**src/verilog/gate_ctrl_defines.vh**
```
`ifndef GATE_CTRL_DEFINES_VH
`define GATE_CTRL_DEFINES_VH

// ----------------------------------------------------------------
// Clock and timing (times in ns, counts in 125 MHz cycles)
// ----------------------------------------------------------------
`define CLK_PERIOD_NS 8
`define DEAD_TIME_NS 1500
`define MIN_PULSE_NS 500
`define MIN_PERIOD_NS 50000
`define FAULT_REACT_NS 20000
`define SHUTDOWN_PULSE_NS 6000
// Least times round up
`define DEAD_CYC ((`DEAD_TIME_NS + `CLK_PERIOD_NS - 1) / `CLK_PERIOD_NS)
`define PULSE_CYC ((`MIN_PULSE_NS + `CLK_PERIOD_NS - 1) / `CLK_PERIOD_NS)
`define PERIOD_CYC ((`MIN_PERIOD_NS + `CLK_PERIOD_NS - 1) / `CLK_PERIOD_NS)
`define SHDN_CYC ((`SHUTDOWN_PULSE_NS + `CLK_PERIOD_NS - 1) / `CLK_PERIOD_NS)
// Longest time rounds down
`define REACT_CYC (`FAULT_REACT_NS / `CLK_PERIOD_NS)

`define CNT_W 16
`define CNT_ZERO 16'h0000
`define CNT_ONE 16'h0001

// ----------------------------------------------------------------
// Per-phase state codes
// ----------------------------------------------------------------
`define PH_W 2
`define PH_OFF 2'h0
`define PH_HIGH 2'h1
`define PH_LOW 2'h2

`endif

```
**src/verilog/gate_ctrl.v**
```verilog
`include "gate_ctrl_defines.vh"

// Behaviour
// - Leave at least 1.5 us between one command falling and other rising.
// - Every high and low command interval lasts at least 0.5 us, except where a stop cuts it short.
// - Command carrier frequency stays at or below 20 kHz, except where a stop cuts a cycle short.
// - Command outputs are always actively driven, never high impedance.
// - After fault line falls, drive all commands low within 20 us; with clk_en_i low the commands hold their last state.
// - On fault, stop all three phases.
// - Controller-forced fault line low pulses last at least 6 us.
module gate_ctrl (
    input wire sys_clk_i,
    input wire rst_n_i,
    input wire clk_en_i,
    input wire run_i,
    input wire [2:0] high_req_i,
    input wire shutdown_req_i,
    input wire fault_clear_i,
    input wire fault_line_i,
    input wire current_limit_flag_i,
    output reg [2:0] high_side_cmd_o,
    output reg [2:0] low_side_cmd_o,
    output reg fault_line_o,
    output reg fault_line_oe_o,
    output reg high_side_shutdown_in_o,
    output reg fault_latched_o,
    output reg shutdown_busy_o
);

    // ------------------------------------------------------------
    // Constants and helpers
    // ------------------------------------------------------------
    // Counts are sized once here so every load below is a plain
    // copy of the counter's own width; the largest, the dwell of
    // 3125 cycles, fits in 16 bits with a wide margin.
    localparam [`CNT_W-1:0] DEAD_LOAD = `DEAD_CYC;
    localparam [`CNT_W-1:0] DWELL_LOAD = `PERIOD_CYC / 2;
    localparam [`CNT_W-1:0] SHDN_LOAD = `SHDN_CYC;

    // Phase states; OFF is the only state with both commands low
    localparam [`PH_W-1:0] ST_OFF = `PH_OFF;
    localparam [`PH_W-1:0] ST_HIGH = `PH_HIGH;
    localparam [`PH_W-1:0] ST_LOW = `PH_LOW;

    // True once a down-counter has run out
    function cnt_done;
        input [`CNT_W-1:0] cnt;
        begin
            cnt_done = (cnt == `CNT_ZERO);
        end
    endfunction

    // ------------------------------------------------------------
    // Input synchronisers
    // ------------------------------------------------------------
    // Both pins move with no regard to our clock, so only the second
    // stage is ever read. The fault stage resets high, the line's idle
    // level, so leaving reset never looks like a fault.
    reg fault_meta_ff;
    reg fault_sync_ff;
    reg ocl_meta_ff;
    reg ocl_sync_ff;

    always @(posedge sys_clk_i) begin
        if (!rst_n_i) begin
            fault_meta_ff <= 1'b1;
            fault_sync_ff <= 1'b1;
            ocl_meta_ff <= 1'b0;
            ocl_sync_ff <= 1'b0;
        end else if (clk_en_i) begin
            fault_meta_ff <= fault_line_i;
            fault_sync_ff <= fault_meta_ff;
            ocl_meta_ff <= current_limit_flag_i;
            ocl_sync_ff <= ocl_meta_ff;
        end
    end

    // ------------------------------------------------------------
    // Fault latch and forced low-side shutdown pulse
    // ------------------------------------------------------------
    reg [`CNT_W-1:0] shdn_cnt_ff;
    // The synchronised line is low during our own pulse too; latching
    // then is harmless and keeps the phases stopped until cleared.
    wire fault_seen = ~fault_sync_ff;
    wire stop_all = fault_seen | fault_latched_o | ~run_i;
    // A request that arrives while a pulse runs is dropped, not
    // queued; a request held high restarts the pulse once it ends.
    wire shdn_idle = cnt_done(shdn_cnt_ff);
    wire shdn_start = shutdown_req_i & shdn_idle;

    always @(posedge sys_clk_i) begin
        if (!rst_n_i) begin
            fault_latched_o <= 1'b0;
            shdn_cnt_ff <= `CNT_ZERO;
            fault_line_o <= 1'b0;
            fault_line_oe_o <= 1'b0;
            shutdown_busy_o <= 1'b0;
            high_side_shutdown_in_o <= 1'b0;
        end else if (clk_en_i) begin
            // Set wins over clear: a fault seen in the clearing cycle
            // stays latched, and a clear while the line is low is void
            if (fault_seen)
                fault_latched_o <= 1'b1;
            else if (fault_clear_i)
                fault_latched_o <= 1'b0;
            // The count loads on the request and then runs on its own,
            // whatever the request does meanwhile
            if (!shdn_idle) begin
                shdn_cnt_ff <= shdn_cnt_ff - `CNT_ONE;
            end else if (shutdown_req_i) begin
                shdn_cnt_ff <= SHDN_LOAD;
            end
            // Open drain: only ever sink, the pull-up gives the high
            fault_line_o <= 1'b0;
            fault_line_oe_o <= !shdn_idle | shdn_start;
            shutdown_busy_o <= !shdn_idle | shutdown_req_i;
            // Route the current-limit flag to the high-side shutdown;
            // stops raise it too, so high sides do not rely on edges
            high_side_shutdown_in_o <= ocl_sync_ff | stop_all;
        end
    end

    // ------------------------------------------------------------
    // Per-phase command sequencer
    // ------------------------------------------------------------
    // Each phase toggles between HIGH and LOW through an OFF dead
    // interval. Dead time exceeds the minimum pulse, so every low
    // interval is long enough; HIGH/LOW dwell is at least half the
    // least period, which holds the carrier at or under 20 kHz.
    reg [`PH_W-1:0] ph_state_ff [0:2];
    reg [`CNT_W-1:0] ph_cnt_ff [0:2];
    // Remembers which side the dwell belongs to, so a request that
    // flips and flips back within the dwell causes no swap
    reg want_high_ff [0:2];

    // Clock enable low holds every counter and command where it is, so
    // a frozen controller keeps the driver in its last state.
    integer i;
    always @(posedge sys_clk_i) begin
        if (!rst_n_i) begin
            for (i = 0; i < 3; i = i + 1) begin
                ph_state_ff[i] <= ST_OFF;
                ph_cnt_ff[i] <= DEAD_LOAD;
                want_high_ff[i] <= 1'b0;
            end
            high_side_cmd_o <= 3'h0;
            low_side_cmd_o <= 3'h0;
        end else if (clk_en_i) begin
            for (i = 0; i < 3; i = i + 1) begin
                // Counters run down to zero and rest there
                if (!cnt_done(ph_cnt_ff[i]))
                    ph_cnt_ff[i] <= ph_cnt_ff[i] - `CNT_ONE;
                if (stop_all) begin
                    // Registered next cycle: well inside 20 us.
                    // A stop may cut a command short; fault safety
                    // outranks the least pulse width, and the reload
                    // still gives a full dead interval afterwards.
                    ph_state_ff[i] <= ST_OFF;
                    ph_cnt_ff[i] <= DEAD_LOAD;
                    high_side_cmd_o[i] <= 1'b0;
                    low_side_cmd_o[i] <= 1'b0;
                end else begin
                    case (ph_state_ff[i])
                        ST_OFF: begin
                            // Dead interval over: take the request
                            // and turn on exactly one side
                            if (cnt_done(ph_cnt_ff[i])) begin
                                want_high_ff[i] <= high_req_i[i];
                                ph_cnt_ff[i] <= DWELL_LOAD;
                                if (high_req_i[i]) begin
                                    ph_state_ff[i] <= ST_HIGH;
                                    high_side_cmd_o[i] <= 1'b1;
                                end else begin
                                    ph_state_ff[i] <= ST_LOW;
                                    low_side_cmd_o[i] <= 1'b1;
                                end
                            end
                        end
                        ST_HIGH, ST_LOW: begin
                            // A changed request waits out the dwell,
                            // then both sides drop before the swap
                            if (cnt_done(ph_cnt_ff[i]) &&
                                high_req_i[i] != want_high_ff[i]) begin
                                ph_state_ff[i] <= ST_OFF;
                                ph_cnt_ff[i] <= DEAD_LOAD;
                                high_side_cmd_o[i] <= 1'b0;
                                low_side_cmd_o[i] <= 1'b0;
                            end
                        end
                        default: begin
                            // Unused code: fall back to off, both low
                            ph_state_ff[i] <= ST_OFF;
                            ph_cnt_ff[i] <= DEAD_LOAD;
                            high_side_cmd_o[i] <= 1'b0;
                            low_side_cmd_o[i] <= 1'b0;
                        end
                    endcase
                end
            end
        end
    end

endmodule // gate_ctrl

```
**config.mk**
```make
export PLATFORM = sky130hd
export DESIGN_NAME = gate_ctrl
export DESIGN_NICKNAME = d
export VERILOG_FILES = /design/src/verilog/gate_ctrl.v
export VERILOG_INCLUDE_DIRS = /design/src /design/src/verilog
export SDC_FILE = /design/constraint.sdc
export NUM_CORES = 1
export LEC_CHECK = 0
export ABC_CLOCK_PERIOD_IN_PS = 6400
export CAP_MARGIN = 25
export CORE_MARGIN = 5
export CORE_UTILIZATION = 55
export CTS_BUF_LIST = sky130_fd_sc_hd__clkbuf_4 sky130_fd_sc_hd__clkbuf_8 sky130_fd_sc_hd__clkbuf_16
export DETAILED_ROUTE_END_ITERATION = 16
export DONT_BUFFER_PORTS = 1
export GPL_ROUTABILITY_DRIVEN = 0
export PLACE_DENSITY = 0.67
export SYNTH_ARGS = -nofsm -noshare
export SYNTH_HDL_FRONTEND = slang
export SYNTH_SLANG_ARGS = --single-unit
```
**constraint.sdc**
```tcl
create_clock -name sys_clk_i -period 6.4 [get_ports sys_clk_i]
set_clock_uncertainty 0.1 [all_clocks]
set_input_delay 0.32 -clock sys_clk_i [delete_from_list [all_inputs] [get_ports sys_clk_i]]
set_output_delay 0.32 -clock sys_clk_i [all_outputs]
set_load 0.1 [all_outputs]
```
==> flow_summary_export.csv, run 1 <==
group,metric,value,unit
worst_setup_path,critPathCapture,"ph_cnt_ff[1][7]",
cts,cts-root-buf,"clkbuf_8",
cts,clk_latency,0.36,ns
place,place_area,4910,um2
logic_synthesis,synth_xor_area_share,8.49,%
final_layout,design_area,5230,um2
sta,setup_tns,0,ns
final_layout,fin_util,60.2,%
global_route,gr-total-overflow,0,
die,design.die.area,10800,um2
logic_synthesis,synth_compound_area_share,12.3,%
worst_setup_path,cp_max_fo,14,
logic_synthesis,synth_simple_gate_area_share,25.6,%
logic_synthesis,synth_top_family_by_area,"simple AND/OR/NAND/NOR gates",
cts,clk_pin_slew,0.09,ns
logic_synthesis,synth.area.top_cells,"edfxtp_1 28%, dfxtp_1 17%, nor2_1 6.3%",
worst_setup_path,ff2ff_setup_slack,3.38,ns
global_route,gr-usage-all-layers,19.0,%
job,cap_violations,0,
logic_synthesis,ys_warn_count,0,
cts,h-tree-depth,3,
logic_synthesis,synth_adder_area_share,3.61,%
routing,detail_route.drc_violations,0,
routing,ant_nets,0,
routing,drt_pass1_iterations,4,
cts,cts_tree,"yes",
sta,fin_crit,3.02,ns
worst_setup_path,start_kind,"register",
logic_synthesis,synth_top_area_cell,"edfxtp_1",
logic_synthesis,ys.flop_type,"edfxtp_1",
sta,fin_crit_sh,47.2,%
sta,rsz0062_at_grt,"false",
worst_setup_path,crit_start,"ph_cnt_ff[1][0]",
sta,worstMarginPinSlew,0.999,ns
sta,setup_viol,0,
power,netSwitchingFraction,32.2,%
routing,routed_wl,10.1,mm
final_layout,drive_gt1_share,8.99,%
worst_setup_path,crit_required,6.37,ns
die,coreArea,8680,um2
final_layout,area_delta_synth_final,7.71,%
worst_setup_path,crit_family,"simple AND/OR/NAND/NOR gates",
routing,drtIter0Drc,93,
sta,final_hold_viol_count,0,
final_layout,nNetsFinal,543,
global_route,grt_first_pass_wirelength,17.2,mm
routing,via_per_inst,5.74,
logic_synthesis,netlist_top_cells_count,"81 x nor2_1, 46 x edfxtp_1, 45 x nand2_1",
routing,dr_total_vias,3620,
worst_setup_path,cp.depth,8,
worst_setup_path,path_cells,"inv_1 -> ha_1 -> nor4b_2 -> nand4_2 -> nor2_4 -> o41ai_2 -> nor2_1 -> o21ai_0",
logic_synthesis,ys_types,66,
die,num_rows,34,
worst_setup_path,end_kind,"register",
logic_synthesis,syn-instance-count,512,
worst_setup_path,cp.buffers_inverters,1,
die,die_w,104,um
die,start_util,55.9,%
logic_synthesis,ys_async_sr_fraction,0,%
place,dp_hpwl,7.14,mm
worst_setup_path,path_class,"reg -> reg",
logic_synthesis,synthMuxAreaShare,1.26,%
sta,fmax,331,MHz
place,numPortBuffers,0,
power,power.switching,0.496,mW
worst_setup_path,cp_slowest_cell,"nor2_1",
logic_synthesis,synth_top_cell_area_share,28.5,%
power,clkPwrFrac,26.9,%
die,boundaryPins,22,
power,power.internal,1.04,mW
power,combPwrFrac,24.2,%
logic_synthesis,ys_ff_latch,87,
worst_setup_path,max_stage_delay,0.47,ns
logic_synthesis,synth.avg_cell_area,9.47,um2
cts,cts_sinks,87,
logic_synthesis,syn_area,4850,um2
power,power,1.54,mW
worst_setup_path,r2r_end,"ph_cnt_ff[1][7]",
cts,postCtsResizedCells,0,
power,leakage,1.87,nW
routing,detail_route.wl_per_cell,15.9,um
cts,cts_buffers,9,
die,fp.dieH,104,um
final_layout,n_antenna_cell,0,
global_route,grt_pass1_vias,3568,
worst_hold_path,hold_class,"in -> reg",
logic_synthesis,synth_edf_count,46,
worst_setup_path,cp.arrival,2.99,ns
worst_setup_path,ff2ff_path_depth,8,
sta,timing.slew.headroom,33.3,%
cts,clockBufferDepth,2,
global_route,antenna_found_initial,0,
worst_setup_path,r2r_start,"ph_cnt_ff[1][0]",
run_status,status,"finished clean",
power,seqPwrFrac,48.9,%
logic_synthesis,yosys.cell_count.top_type,"nor2_1",
global_route,grt_max_degree,26,
logic_synthesis,syn_nets,537,
power,max-vdd-ir-drop,0.255,mV
sta,slew_violations,0,
logic_synthesis,seq_area_frac_synth,45.4,%
power,p_per_area,294,nW/um2
-- timing repair --
item | 4_1_cts | 5_1_grt
setup buffers | 0 | 0
hold buffers | 8 | 1
hold endpoints to repair | 11 | 1
-- per-stage QoR --
stage / cells / worst slack [ns] / hold WS, ns
after floorplan: 512 / 3.80 / 0.340
after global placement: 606 / 3.54 / 0.290
after detailed placement: 606 / 3.42 / 0.292
after CTS: 630 / 3.39 / 0.00369
after global routing: 631 / 3.14 / 0.00309
final: 631 / 3.38 / 0.0192
-- power groups by stage --
stage	Combinational [mW]	Clock, mW	Sequential [mW]
2_1_floorplan	0.318	0	0.744
3_3_place_gp	0.359	0	0.758
3_5_place_dp	0.364	0	0.763
4_1_cts	0.373	0.425	0.751
5_1_grt	0.418	0.452	0.764
6_report	0.372	0.414	0.752
-- kinds of logic (layout without fill, tap and decap cells) --
family / count (synthesis) / after routing
muxes: 6 / 6
AOI/OAI and AO/OA: 87 / 87
xor gates and xnor gates: 47 / 47
DFF: 87 / 87
adders and majority gates: 14 / 14
buffers and inverters: 38 / 49
other: 1 / 1
and+or+nand+nor: 232 / 232
-- cells in the final DEF, fill, tap and decap left out, types with 4 or more instances in the layout --
cell | synthesis | layout
a21oi_1 | 21 | 21
dlygate4sd3_1 | 0 | 9
nand2_1 | 45 | 45
mux2i_1 | 5 | 5
nand4_1 | 4 | 4
or3_1 | 5 | 5
inv_1 | 24 | 24
and3_1 | 5 | 5
xor2_1 | 18 | 18
dfxtp_1 | 41 | 41
nand3_1 | 15 | 15
nor4_2 | 5 | 5
o21a_1 | 7 | 7
edfxtp_1 | 46 | 46
xnor2_1 | 29 | 29
ha_1 | 14 | 14
and2_1 | 9 | 9
nor2_1 | 81 | 81
o21ai_0 | 23 | 23
nor3_1 | 19 | 19
clkbuf_8 | 0 | 10
nor4_1 | 13 | 13
-- worst register-to-register path, cell delays in order (launching register included) --
cell	delay [ns]
edfxtp_1	0.44
inv_1	0.13
ha_1	0.15
nor4b_2	0.32
nand4_2	0.33
nor2_4	0.42
o41ai_2	0.16
nor2_1	0.47
o21ai_0	0.22
-- worst min path at each step --
stage / start / endpoint / cells past startpoint
detailed placement: rst_n_i / fault_meta_ff / 1
floorplan: high_req_i[0] / low_side_cmd_o[0] / 1
global placement: rst_n_i / fault_sync_ff / 1
finish: rst_n_i / low_side_cmd_o[0] / 2
CTS: high_req_i[1] / high_side_cmd_o[1] / 1
global route: high_req_i[1] / high_side_cmd_o[1] / 1
-- flip-flops by register name, summed over array words and instances, names as in the netlist --
signal / cells
fault_latched_o: 1
fault_line_oe_o: 1
fault_meta_ff: 1
fault_sync_ff: 1
high_side_cmd_o: 3
high_side_shutdown_in_o: 1
low_side_cmd_o: 3
ocl_meta_ff: 1
ocl_sync_ff: 1
ph_cnt_ff: 48
ph_state_ff: 6
shdn_cnt_ff: 16
shutdown_busy_o: 1
want_high_ff: 3
-- layout make-up --
cell class	instances	area, um2
clock buffer	12	170
clock inverter	4	50.0
fill	766	3450
inverter	24	90.1
multi-input combinational	387	2490
sequential	87	2200
tap	108	135
timing repair buffer	9	90.1
-- routing by layer --
metal  vias to the layer above  global-route usage [%]  wire (um)
met5                         -                       0          0
met4                         0                    6.94        145
met3                        11                    3.72        232
met2                        22                    31.9       4940
met1                      1740                    24.4       4730
li1                       1847                       -          -
No activity file was read; power rests on OpenSTA's default activity.
==> run 2, diff against run 1 <==
Settings changed: ABC_AREA set to 1, ABC_CLOCK_PERIOD_IN_PS 6400 to 2400, PLACE_DENSITY 0.67 to 0.7.
Clock period 6.4 ns to 2.4 ns, I/O delays scaled along.
==> flow_summary_export.csv, run 2 <==
group,metric,value,unit
logic_synthesis,synth_top_area_cell,"edfxtp_1",
final_layout,nNetsFinal,715,
global_route,grt_first_pass_wirelength,19.5,mm
cts,clk_pin_slew,0.09,ns
die,start_util,55.9,%
sta,fin_crit_sh,95.4,%
cts,h-tree-depth,3,
final_layout,largestRegisters,"ph_cnt_ff: 48 flops, shdn_cnt_ff: 16 flops, ph_state_ff: 6 flops",
worst_setup_path,crit_start,"ph_cnt_ff[2][10]",
logic_synthesis,synth_top_cell_area_share,25.5,%
final_layout,design_area,6030,um2
global_route,gr-total-overflow,0,
global_route,grt_max_degree,20,
global_route,grt_pass1_vias,4259,
cts,cts_sinks,87,
routing,drt_pass1_iterations,5,
die,design.die.area,11900,um2
place,dp_hpwl,8.41,mm
sta,worstMarginPinSlew,0.577,ns
die,coreArea,9680,um2
power,max-vdd-ir-drop,0.755,mV
logic_synthesis,ys_types,48,
final_layout,mostFrequentLayoutCell,"nand2_1",
worst_setup_path,r2r_start,"ph_cnt_ff[2][10]",
final_layout,final_cell_count_no_fill,828,
sta,fin_crit,2.29,ns
final_layout,area_delta_synth_final,11.5,%
worst_setup_path,crit_required,2.56,ns
cts,clockBufferDepth,2,
cts,cts-root-buf,"clkbuf_8",
worst_setup_path,end_kind,"register",
worst_setup_path,ff2ff_setup_slack,0.11,ns
final_layout,regArea,2200,um2
place,place_area,5660,um2
sta,setup_tns,0,ns
worst_setup_path,ff2ff_path_depth,9,
final_layout,multi_input_area,2850,um2
job,cap_violations,0,
logic_synthesis,synth.area.top_cells,"edfxtp_1 26%, dfxtp_1 15%, nand2_1 8.3%",
logic_synthesis,seq_area_frac_synth,40.7,%
sta,timing.slew.headroom,61.5,%
final_layout,largest-register,"ph_cnt_ff",
logic_synthesis,synth.avg_cell_area,8.25,um2
logic_synthesis,syn_nets,681,
worst_setup_path,start_kind,"register",
worst_setup_path,path_class,"reg -> reg",
place,numPortBuffers,0,
routing,via_per_inst,5.21,
place,placed_cells,797,
logic_synthesis,synth_edf_count,46,
cts,cts_buffers,9,
die,boundaryPins,22,
logic_synthesis,ys.flop_type,"edfxtp_1",
worst_setup_path,r2r_end,"high_side_cmd_o[2]",
power,leakage,2.52,nW
sta,fmax,437,MHz
logic_synthesis,netlist_top_cells_count,"120 x nand2_1, 84 x nor2_1, 69 x inv_1",
sta,final_hold_viol_count,0,
worst_setup_path,cp_max_fo,4,
worst_hold_path,hold_class,"in -> reg",
routing,detail_route.wl_per_cell,13.9,um
global_route,antenna_found_initial,0,
global_route,gr-usage-all-layers,20.4,%
run_status,status,"finished clean",
worst_setup_path,cp.arrival,2.45,ns
routing,ant_nets,0,
cts,clk_latency,0.36,ns
final_layout,n_antenna_cell,0,
cts,cts_tree,"yes",
logic_synthesis,ys_ff_latch,87,
die,num_rows,36,
power,p_per_area,833,nW/um2
sta,setup_viol,0,
routing,drtIter0Drc,190,
die,fp.dieH,109,um
final_layout,fill_cells,859,
die,die_w,109,um
final_layout,drive_gt1_share,19.0,%
final_layout,final_cell_mix,"120 x nand2_1, 82 x nor2_1, 69 x inv_1",
logic_synthesis,ys_warn_count,0,
routing,dr_total_vias,4311,
logic_synthesis,ys_async_sr_fraction,0,%
logic_synthesis,yosys.cell_count.top_type,"nand2_1",
routing,routed_wl,11.5,mm
logic_synthesis,syn_area,5410,um2
logic_synthesis,syn-instance-count,656,
sta,slew_violations,0,
final_layout,largest_reg_flops,48,
routing,detail_route.drc_violations,0,
final_layout,fin_util,62.3,%
worst_setup_path,critPathCapture,"high_side_cmd_o[2]",
==> run 2: cell types whose count changed after synthesis, moves of 10 or more <==
cell	change
nand2_1	+75
inv_1	+45
nor2_2	+24
nand3_1	+19
xnor2_1	-14
inv_2	+11
nor4_1	-10
xor2_1	+10
==> run 2: how the worst min path moves through the flow <==
stage / startpoint / to / slack [ns] / depth (start not counted)
floorplan: fault_line_i / fault_meta_ff / 0.15 / 2
global placement: rst_n_i / fault_meta_ff / 0.11 / 1
detailed placement: rst_n_i / fault_sync_ff / 0.12 / 1
CTS: run_i / high_side_cmd_o[1] / 0.01 / 4
global route: rst_n_i / ph_cnt_ff[0][14] / 0.03 / 2
finish: run_i / high_side_cmd_o[1] / 0.03 / 4
==> run 2: power breakdown <==
group / internal, mW / switching (mW)
clock network: 0.505 / 0.538
logic: 0.720 / 1.20
registers: 1.82 / 0.239
==> run 2: cell families (layout without fill, tap and decap cells) <==
kind of cell             after synthesis  count (layout)  share of synthesized area, %
AND/OR/NAND/NOR                      345             345                          34.1
buffers and inverters                 91             130                          6.96
flip-flops                            87              87                          40.7
AO/OA/AOI/OAI                         75              75                          8.00
XOR/XNOR                              43              43                          6.96
adder cells (fa/ha/maj)               14              14                          3.24
other                                  1               1                        0.0693
==> run 2: critical path, cell delays in order (launching register included) <==
cell	delay [ns]
edfxtp_1	0.45
nor2_2	0.18
nand2_1	0.13
nor2_4	0.17
nand3_4	0.11
a21oi_2	0.20
nand3_1	0.13
nand2_1	0.10
a31oi_1	0.04
dlygate4sd3_1	0.57
==> run 2: through the flow <==
stage                     power [mW]  setup slack [ns]  hold slack [ns]
after global placement          3.92             0.256            0.109
after detailed placement        3.96             0.224            0.121
after CTS                       5.03            0.0309           0.0118
after floorplan                 3.62             0.114            0.146
final                           5.02             0.111           0.0277
after global routing            5.38           -0.0137           0.0259
==> run 2: layout make-up <==
class	instances	area share, %
inverter	83	5.29
sequential	87	36.5
tap	133	2.76
multi-input combinational	478	47.3
timing repair buffer	31	4.90
clock buffer	11	2.30
clock inverter	5	0.975
==> run 2: per-layer routing <==
metal / share of wire [%] / wire length, um / vias to the layer above / track usage [%]
met2: 50 / 5780 / 75 / 35.2
met1: 45 / 5170 / 2026 / 25.6
met3: 3.5 / 409 / 15 / 4.32
met5: 0 / 0 / - / 0
li1: - / - / 2195 / -
met4: 1.4 / 166 / 0 / 5.97
==> run 2: what timing repair did <==
| action | in CTS | in global routing |
|---|---|---|
| hold buffers | 14 | 0 |
| gates resized for setup | 0 | 6 |
| endpoints found under the hold margin | 34 | 0 |
| buffers inserted | 0 | 1 |
| endpoints found under the setup margin | 0 | 12 |
